--- config.mk ---
export PLATFORM = sky130hd
export DESIGN_NAME = pch_cfg_tail
export DESIGN_NICKNAME = d
export VERILOG_FILES = /design/src/rtl/pch_pkg.sv /design/src/rtl/pch_sync.sv /design/src/rtl/pch_cfg_tail.sv
export SDC_FILE = /design/constraint.sdc
export NUM_CORES = 1
export LEC_CHECK = 0
export BUFFER_PORTS_ARGS = -buffer_cell sky130_fd_sc_hd__clkbuf_2
export CORE_MARGIN = 4
export CORE_UTILIZATION = 48
export CTS_BUF_LIST = sky130_fd_sc_hd__clkbuf_2
export CTS_CLUSTER_SIZE = 20
export DETAILED_ROUTE_END_ITERATION = 10
export HOLD_SLACK_MARGIN = 0.06
export PLACE_DENSITY = 0.9
export SYNTH_ARGS = -nofsm -noshare
export SYNTH_HDL_FRONTEND = slang
export SYNTH_SLANG_ARGS = --single-unit
--- constraint.sdc ---
create_clock -name clk_i -period 1.59 [get_ports clk_i]
set_clock_uncertainty 0.2 [all_clocks]
set_input_delay 0.318 -clock clk_i [delete_from_list [all_inputs] [get_ports clk_i]]
set_output_delay 0.318 -clock clk_i [all_outputs]
set_load 0.01 [all_outputs]
--- src/rtl/pch_pkg.sv ---
// package: constants, register offsets and carriers for the config header tail
package pch_pkg;

  // dword offsets within configuration space (byte address of each dword)
  localparam logic [7:0] PCH_OFF_CIS = 8'h28;
  localparam logic [7:0] PCH_OFF_SUBSYS = 8'h2C;
  localparam logic [7:0] PCH_OFF_CAPPTR = 8'h34;
  localparam logic [7:0] PCH_OFF_INTR = 8'h3C;
  localparam logic [7:0] PCH_OFF_PM = 8'hDC;
  localparam logic [7:0] PCH_OFF_PCIX = 8'hE4;
  localparam logic [7:0] PCH_OFF_MSI = 8'hF0;
  localparam logic [7:0] PCH_NEXT_END = 8'h00;

  // cis pointer values and fields
  localparam logic [31:0] PCH_CIS_ON = 32'h0000_0022;
  localparam logic [31:0] PCH_CIS_OFF = 32'h0000_0000;
  localparam logic [2:0] PCH_SPACE_CFG = 3'h0;
  localparam logic [2:0] PCH_SPACE_ROM = 3'h7;
  localparam logic [28:0] PCH_CIS_OFS_ON = 29'h0000_0004;

  // fixed bus figures
  localparam logic [7:0] PCH_MAX_LAT = 8'h00;
  localparam logic [7:0] PCH_MIN_GNT = 8'hFF;
  localparam logic [7:0] PCH_PIN_INTA = 8'h01;
  localparam logic [7:0] PCH_PIN_INTB = 8'h02;
  localparam logic [7:0] PCH_LINE_RST = 8'h00;

  // eeprom-derived configuration bits
  typedef struct packed {
    logic clkrun_en;
    logic bar32_sel;
    logic msi_dis;
    logic pcix_mode;
    logic both_funcs;
    logic [7:0] pin_field;
    logic [15:0] subsys_id;
    logic [15:0] subsys_vid;
  } pch_eecfg_t;

  // configuration access request
  typedef struct packed {
    logic rd;
    logic wr;
    logic [7:0] addr;
    logic [3:0] be;
    logic [31:0] wdata;
  } pch_cfgreq_t;

endpackage

--- src/rtl/pch_sync.sv ---
// two-flop synchroniser for level inputs from outside the clock domain
`timescale 1ns/1ns
module pch_sync #(
  parameter int W = 1
) (
  // clock and reset
  input wire logic clk_i,
  input wire logic rst_b_i,
  // level in and out
  input wire logic [W-1:0] d_i,
  output logic [W-1:0] q_o
);
  logic [W-1:0] s1_r;
  logic [W-1:0] q_r;

  // first stage feeds only the second
  always_ff @(posedge clk_i or negedge rst_b_i)
  begin
    if (!rst_b_i)
    begin
      s1_r <= '0;
      q_r <= '0;
    end
    else
    begin
      s1_r <= d_i;
      q_r <= s1_r;
    end
  end

  assign q_o = q_r;
endmodule

--- src/rtl/pch_cfg_tail.sv ---
// config header tail: cis pointer, subsystem ids, capability chain, latency, interrupt pin and line
//
// Operation
// - cis pointer 22h when clkrun and bar32
// - space field bits 2:0 encodes location
// - read-only offset 31:3, four when enabled
// - subsystem ids from eeprom, else defaults
// - capabilities pointer reads DCh
// - chain DCh to E4h to F0h to 00h
// - msi disabled in pci mode: pci-x ends
// - max latency 00h, min grant FFh
// - pin 1 means INTA, 2 INTB
// - both functions: pin from eeprom word
// - single function: pin always 1
`timescale 1ns/1ns
module pch_cfg_tail
  import pch_pkg::*;
#(
  parameter logic [15:0] DEF_SUBSYS_ID = 16'h0001,  // arbitrary neutral default
  parameter logic [15:0] DEF_SUBSYS_VID = 16'h0001  // arbitrary neutral default
) (
  // clock and reset
  input wire logic clk_i,
  input wire logic rst_b_i,
  // eeprom load results; done and valid pass two stages, the config word is a level
  input wire logic ee_done_i,
  input wire logic ee_valid_i,
  input wire pch_pkg::pch_eecfg_t ee_cfg_i,
  // configuration access
  input wire pch_pkg::pch_cfgreq_t req_i,
  output logic ack_o,
  output logic [31:0] rdata_o,
  output logic hit_o,
  // msi capability present in the list
  output logic msi_listed_o,
  // stored interrupt line, for visibility only
  output logic [7:0] int_line_o
);
  import pch_pkg::*;

  // captured identity, stored line and answer registers
  logic [15:0] sid_r, sid_nxt;
  logic [15:0] svid_r, svid_nxt;
  logic loaded_r, loaded_nxt;
  logic [7:0] line_r, line_nxt;
  logic ack_r, ack_nxt;
  logic hit_r, hit_nxt;
  logic [31:0] rdata_r, rdata_nxt;
  logic cis_en;
  logic [31:0] cis_val;
  logic [7:0] pin_val;
  logic msi_on;
  logic [7:0] pcix_next;
  logic sel;
  // synchronised load flags
  logic [1:0] ee_flags_s;
  logic ee_done_s;
  logic ee_valid_s;
  logic msi_r, msi_nxt;
  // read value of each dword in this group
  logic [31:0] subsys_dw;
  logic [31:0] cap_dw;
  logic [31:0] intr_dw;
  logic [31:0] pm_dw;
  logic [31:0] pcix_dw;
  logic [31:0] msi_dw;

  // cis pointer enable: 22h = offset 4 in bits 31:3, space 2 in bits 2:0
  assign cis_en = ee_cfg_i.clkrun_en & ee_cfg_i.bar32_sel;
  assign cis_val = cis_en ? PCH_CIS_ON : PCH_CIS_OFF;

  // msi can only be dropped in conventional pci mode
  assign msi_on = ee_cfg_i.pcix_mode | ~ee_cfg_i.msi_dis;
  assign pcix_next = msi_on ? PCH_OFF_MSI : PCH_NEXT_END;

  // interrupt pin: eeprom field only when both functions live
  assign pin_val = ee_cfg_i.both_funcs ? ee_cfg_i.pin_field : PCH_PIN_INTA;

  // load strobe and its valid flag cross two stages together, so the loader may run on its own clock;
  // the configuration word must stand still from the time done rises
  pch_sync #(
    .W(2)
  ) i_pch_sync (
    .clk_i(clk_i),
    .rst_b_i(rst_b_i),
    .d_i({ee_valid_i, ee_done_i}),
    .q_o(ee_flags_s)
  );
  assign ee_done_s = ee_flags_s[0];
  assign ee_valid_s = ee_flags_s[1];

  // addresses this block answers; the msi dword drops out with its list entry
  assign sel = req_i.addr == PCH_OFF_CIS
    || req_i.addr == PCH_OFF_SUBSYS
    || req_i.addr == PCH_OFF_CAPPTR
    || req_i.addr == PCH_OFF_INTR
    || req_i.addr == PCH_OFF_PM
    || req_i.addr == PCH_OFF_PCIX
    || (req_i.addr == PCH_OFF_MSI && msi_on);

  // dword values; capability id bytes belong elsewhere and read zero
  assign subsys_dw = {sid_r, svid_r};
  assign cap_dw = {24'h000000, PCH_OFF_PM};
  assign intr_dw = {PCH_MAX_LAT, PCH_MIN_GNT, pin_val, line_r};
  assign pm_dw = {16'h0000, PCH_OFF_PCIX, 8'h00};
  assign pcix_dw = {16'h0000, pcix_next, 8'h00};
  assign msi_dw = {16'h0000, PCH_NEXT_END, 8'h00};  // last entry ends the list

  // subsystem_identifier capture: eeprom value once loaded, defaults if it failed
  always_comb
  begin
    sid_nxt = sid_r;
    svid_nxt = svid_r;
    loaded_nxt = loaded_r;
    if (ee_done_s && !loaded_r)
    begin
      loaded_nxt = 1'b1;
      if (ee_valid_s)
      begin
        sid_nxt = ee_cfg_i.subsys_id;
        svid_nxt = ee_cfg_i.subsys_vid;
      end
    end
  end

  // register the captured ids; reset restores the built-in defaults
  always_ff @(posedge clk_i or negedge rst_b_i)
  begin
    if (!rst_b_i)
    begin
      sid_r <= DEF_SUBSYS_ID;
      svid_r <= DEF_SUBSYS_VID;
      loaded_r <= 1'b0;
    end
    else
    begin
      sid_r <= sid_nxt;
      svid_r <= svid_nxt;
      loaded_r <= loaded_nxt;
    end
  end

  // interrupt line: only byte 0 of dword 3Ch is writable
  always_comb
  begin
    line_nxt = line_r;
    if (req_i.wr && req_i.addr == PCH_OFF_INTR && req_i.be[0])
    begin
      line_nxt = req_i.wdata[7:0];
    end
  end

  // register the stored line
  always_ff @(posedge clk_i or negedge rst_b_i)
  begin
    if (!rst_b_i)
    begin
      line_r <= PCH_LINE_RST;
    end
    else
    begin
      line_r <= line_nxt;
    end
  end

  // read mux and one-cycle acknowledge
  always_comb
  begin
    ack_nxt = req_i.rd | req_i.wr;
    hit_nxt = (req_i.rd | req_i.wr) & sel;
    rdata_nxt = '0;
    if (req_i.rd)
    begin
      unique case (req_i.addr)
        PCH_OFF_CIS: rdata_nxt = cis_val;
        PCH_OFF_SUBSYS: rdata_nxt = subsys_dw;
        PCH_OFF_CAPPTR: rdata_nxt = cap_dw;
        PCH_OFF_INTR: rdata_nxt = intr_dw;
        PCH_OFF_PM: rdata_nxt = pm_dw;
        PCH_OFF_PCIX: rdata_nxt = pcix_dw;
        PCH_OFF_MSI: rdata_nxt = msi_on ? msi_dw : 32'h0000_0000;
        default: rdata_nxt = '0;
      endcase
    end
  end

  // msi listed flag, registered so the output comes from a flip-flop
  always_comb
  begin
    msi_nxt = msi_on;
  end

  always_ff @(posedge clk_i or negedge rst_b_i)
  begin
    if (!rst_b_i)
    begin
      msi_r <= 1'b0;
    end
    else
    begin
      msi_r <= msi_nxt;
    end
  end

  // register the answer
  always_ff @(posedge clk_i or negedge rst_b_i)
  begin
    if (!rst_b_i)
    begin
      ack_r <= 1'b0;
      hit_r <= 1'b0;
      rdata_r <= '0;
    end
    else
    begin
      ack_r <= ack_nxt;
      hit_r <= hit_nxt;
      rdata_r <= rdata_nxt;
    end
  end

  assign ack_o = ack_r;
  assign hit_o = hit_r;
  assign rdata_o = rdata_r;
  assign msi_listed_o = msi_r;
  assign int_line_o = line_r;  // stored only, no routing effect
endmodule

== Word-level counts from Yosys, hierarchy flattened ==
Index checks and enable logic that the tools add are counted.
Storage, ports and cells
  register bits: 80
  input port bits: 95
  output and inout port bits: 43
  logic and storage cells: 39
Cells by class
  bitwise gates (word level): 5
  multiplexer cells: 5
  reduce and logical (&&, ||, !) cells: 12
  equality and inequality tests: 7
Operators with widths (count)
  32-bit case mux with 6 select lines: 1
  8-bit by 6-bit == test with 1-bit output (second input constant): 4
  32-bit two-way mux: 1
  8-bit == test (second input constant): 3
  8-bit two-way mux: 2
  1-bit logical OR: 6
  6-bit two-way mux: 1
  1-bit logical AND: 4
  1-bit bitwise AND: 2
  1-bit bitwise OR: 2
  2-bit AND reduction: 1
  1-bit zero test: 1
  1-bit NOT: 1

== Depth between registers and ports, before layout ==
  depth after elaboration: 8
  depth in mapped cells: 5
  mapped depth without buffers: 4

== Hierarchy ==
Synthesis repeated with hierarchy kept, for this count alone.
Unflattened totals
  cell total of the unflattened synthesis: 240
  area, all modules: 3204.3 µm²
By module, submodules not included
  pch_cfg_tail: cells each 236, area an instance 3104.2 µm², instances 1
  pch_sync: cells each 4, area an instance 100.1 µm², instances 1

== Worst setup path after synthesis ==
No wires, ideal clock.
  path kind: in2reg
  start point: input req_i[43] in the netlist's numbering
  end point: register line_r[0] (netlist: int_line_o[0])
  stages: 4
  arrival time: 1268 ps
  path buffers: 1
  path slack: -3 ps
  path through: nor3b_4 > and3_1 > buf_4 > mux2_2
Between the ends
  word-level cells in the longest chain between the ends: 3
Ends and longest elaborated chain
  start: declaration: RTL line pch_cfg_tail.sv:30  | input wire pch_pkg::pch_cfgreq_t req_i,
  8-bit by 6-bit == test with 1-bit output: RTL line pch_cfg_tail.sv:147  | if (req_i.wr && req_i.addr == PCH_OFF_INTR && req_i.be[0])
  1-bit logical AND (2 in series): RTL line pch_cfg_tail.sv:147
  end signal: assignment: RTL line pch_cfg_tail.sv:162  | line_r <= line_nxt;
  end: declaration: RTL line pch_cfg_tail.sv:45  | logic [7:0] line_r, line_nxt;
Every way passes these cells.
A chain may end at the register's enable or synchronous reset.

== Worst setup path in the final report ==
  start point: input req_i[36] in the netlist's numbering
  end point: register rdata_r[5] (netlist: rdata_o[5])
Between the ends
  word-level cells in the longest chain between the ends: 3
Ends and longest elaborated chain
  8-bit == test / 8-bit by 6-bit == test with 1-bit output (equally long branches): RTL line pch_cfg_tail.sv:174  | unique case (req_i.addr)
  32-bit case mux with 6 select lines (*): RTL line pch_cfg_tail.sv:174
  32-bit two-way mux (*): RTL line pch_cfg_tail.sv:172  | if (req_i.rd)
  named net rdata_nxt[5]: RTL line pch_cfg_tail.sv:48  | logic [31:0] rdata_r, rdata_nxt;
  end signal: assignment: RTL line pch_cfg_tail.sv:218  | rdata_r <= rdata_nxt;
  end: declaration: RTL line pch_cfg_tail.sv:48
The timed path passes the listed nets; every way through them passes the cells marked *.

==> results.md <==
- Number of synthesized flops with an enable pin: 0
- Design Power: slightly below 4 mW
- Final hold slack: 0.1055 ns
- Synth Flop Type: dfrtp_1
- TritonRoute pass-1 iters: 4
- Chip width: around 88 um
- DR iter-0 viols: 174
- Post-synth top area share: 63.13%
- Final wirelength: about 10000 um
- CTS max path bufs: 2
- Worst hold stages: 4
- Static Leak: 2.477 nW
- Post-DR vias/cell: ~5.3
- Area Growth Syn to Fin: 58.15%
- Power per cell area: just under 800 nW/um^2
- Syn nets: 329
- # clock sinks: 80
- Post-route DRC: 0
- Design area: between 4000 and 5000 um^2
- Sw Ratio: 26.26%
- Post-DRT Antenna Nets: 0
- #FFs+latches synth: 80
- Final hold violations: 0
- Largest net degree at the start of global routing: 34
- Clk_lat worst skew: 0.50 ns
- Hold path start: req_i[40]
- R2r setup slk: 0.01 ns
- Vias in the first global route: 2981
- Synth Instances: 234
- Pre-CTS setup slack: -0.1080 ns
- Reg2Reg Depth: 3
- Final core utilization: between 80% and 90%
- Placed Area: 3900 um^2
- IO buf count: 110
- Crit Path Category: primary input to register
- Max Cap Violations: 0
- Fraction of layout cells with a size suffix above 1: 48.02%
- Average routed wire per standard cell: 18.94 um
- Htree depth: 3
- Initial antenna violation count: 1
- Core ar.: between 6000 and 7000 um^2
- Final min period: 1.688 ns
- Worst setup EP type: register
- Total track usage: 25.17%
- HP Class: primary input to register
- Die ar.: 7789 um^2
- Seq/Total Area, Yosys: 64.83%
- Status: finished with violations
- TritonCTS clock tree: done
- Max frequency: 592.5 MHz
- Clock transition at path regs: approximately 0.25 ns
- Worst VDD drop: 0.6589 mV
- Area contributors post-synth: dfrtp_1, mux2_2, nor2_1
- CP arrival: 1.96 ns
- Routability cong.: 0.8386
- Worst-path fanout max: 2
- Distinct cells, synth: 35
- Worst min-delay path endpoint: rdata_o[0]
- Clk pwr share: around 28%
- Yosys warns: 0
- GRT overflow: 0
- DP Wirelength: 5327 um
- Num CTS Buffers: 9
- Post-route clock period utilization: 106.2%
- Nets: 544
- Int Pwr: 2.849 mW
- Flop pwr share: 57.2%
- Failing checks: negative setup slack
- Post-Syn Area: 3092 um^2
- Reg-to-Reg Start: svid_r[3]
- RSZ-0062 raised after global routing: yes
- Dominant cell type by area after synthesis: dfrtp_1
- First-pass GRT wire length: about 14000 um
- Async SR Flop Fraction: 100.0%
- NetSw: ~1.0 mW
- Die extent in y: between 80 and 90 um
- R2R Path End: rdata_o[3]
- Critical Path Source Type: primary input
- Starting Density: 50.72%
- Combinational fraction of design power: ~15%
- Required time worst endpoint: 1.86 ns
- I/O Pins: ~140
- Cell row count: 28
- Relative slew slack: a little under 80%
- Root Driver: clkbuf_2
- Worst Max-Slew Pin Slew: 0.3293 ns
- Final max-slew violation count: 0
- DR vias: ~2800
- Final WS setup: -0.09788 ns
- Final-report setup violation count: 16
- Synth Area per Inst: 13.21 um^2
==> cells in the final DEF (no fill, tap or decap), types with 5 or more instances in the layout <==
| cell | n |
|---|---|
| a21oi_1 | 7 |
| a22oi_1 | 5 |
| and2_1 | 9 |
| and3_1 | 6 |
| buf_12 | 5 |
| buf_4 | 27 |
| clkbuf_2 | 117 |
| dfrtp_1 | 78 |
| dlygate4sd3_1 | 69 |
| mux2_2 | 42 |
| nand2_1 | 9 |
| nor2_1 | 27 |
==> cell usage after synthesis (2+ instances only) <==
| cell type | instances |
|---|---|
| dfstp_2 | 2 |
| o2111ai_1 | 2 |
| o21ai_0 | 4 |
| a22oi_1 | 5 |
| nor3_1 | 7 |
| and3_1 | 6 |
| inv_1 | 2 |
| a21oi_1 | 9 |
| nor2_1 | 28 |
| or2_2 | 2 |
| dfrtp_1 | 78 |
| and2_1 | 9 |
| nand2_1 | 9 |
| clkbuf_1 | 2 |
| buf_2 | 5 |
| a211oi_1 | 2 |
| mux2_2 | 42 |
| o22ai_1 | 2 |
| nand3_1 | 2 |
==> how the worst max path moves through the flow <==
stage	start	endpoint	slack, ns	cells past startpoint
finish	req_i[36]	rdata_o[5]	-0.1	6
global placement	req_i[36]	int_line_o[4]	-0.09	5
global route	int_line_o[5]	int_line_o[5]	-0.11	1
floorplan	req_i[42]	int_line_o[0]	0.003	4
detailed placement	req_i[36]	int_line_o[5]	-0.11	5
CTS	int_line_o[5]	int_line_o[5]	-0.04	1
==> critical path: stages <==
cell and delay, ns:
clkbuf_2 0.09, dlygate4sd3_1 0.58, nor2_2 0.17, nand3_1 0.10, or4b_4 0.52, a21oi_2 0.18
==> routing by layer <==
layer  GRT usage [%]  up-vias  share of wire [%]
li1                -     1246                  -
met5               0        -                  0
met4           16.48        0                5.3
met2           45.82      175                 54
met1           26.69     1349                 34
met3           4.097       46                6.1
==> per-stage QoR <==
step / TNS (ns) / instances
finish: -0.3957 / 530
detailed placement: -1.130 / 429
floorplan: 0 / 234
global placement: -0.7324 / 429
CTS: -0.4507 / 521
global route: -2.525 / 530
==> cell families after synthesis <==
| group | count (synthesis) | share of synthesized area [%] |
|---|---|---|
| and+or+nand+nor | 74 | 12.63 |
| muxes | 43 | 15.62 |
| buffers and inverters | 11 | 1.659 |
| AOI/OAI and AO/OA | 26 | 5.261 |
| DFF | 80 | 64.83 |
==> power groups by stage <==
stage	combinational, mW	sequential [mW]	clock [mW]
5_1_grt	0.618	2.22	1.18
4_1_cts	0.521	2.20	1.07
6_report	0.572	2.21	1.08
2_1_floorplan	0.166	2.23	0
3_5_place_dp	0.375	2.24	0
3_3_place_gp	0.358	2.23	0
==> state kept, by name, indices dropped and copies added (netlist names) <==
name             cells
rdata_o             32
sid_r               16
svid_r              16
int_line_o           8
i_pch_sync.q_o       2
i_pch_sync.s1_r      2
ack_o                1
hit_o                1
loaded_r             1
msi_listed_o         1
==> cell type report <==
| cell class | instances | area (um^2) |
|---|---|---|
| Tap cell | 75 | 93.84 |
| Timing Repair Buffer | 213 | 1588 |
| Sequential cell | 80 | 2004 |
| Multi-Input combinational cell | 143 | 1084 |
| Inverter | 2 | 7.507 |
| Clock buffer | 10 | 50.05 |
| Clock inverter | 6 | 60.06 |
| Fill cell | 346 | 1206 |
| Antenna cell | 1 | 2.502 |
==> timing repair <==
action	in CTS	in global routing
pin swaps	0	4
gates resized for setup	0	21
endpoints found under the hold margin	140	3
hold buffers	69	3
setup endpoints to repair	28	95
buffers inserted	7	6
Power figures use the tool's default switching activity.
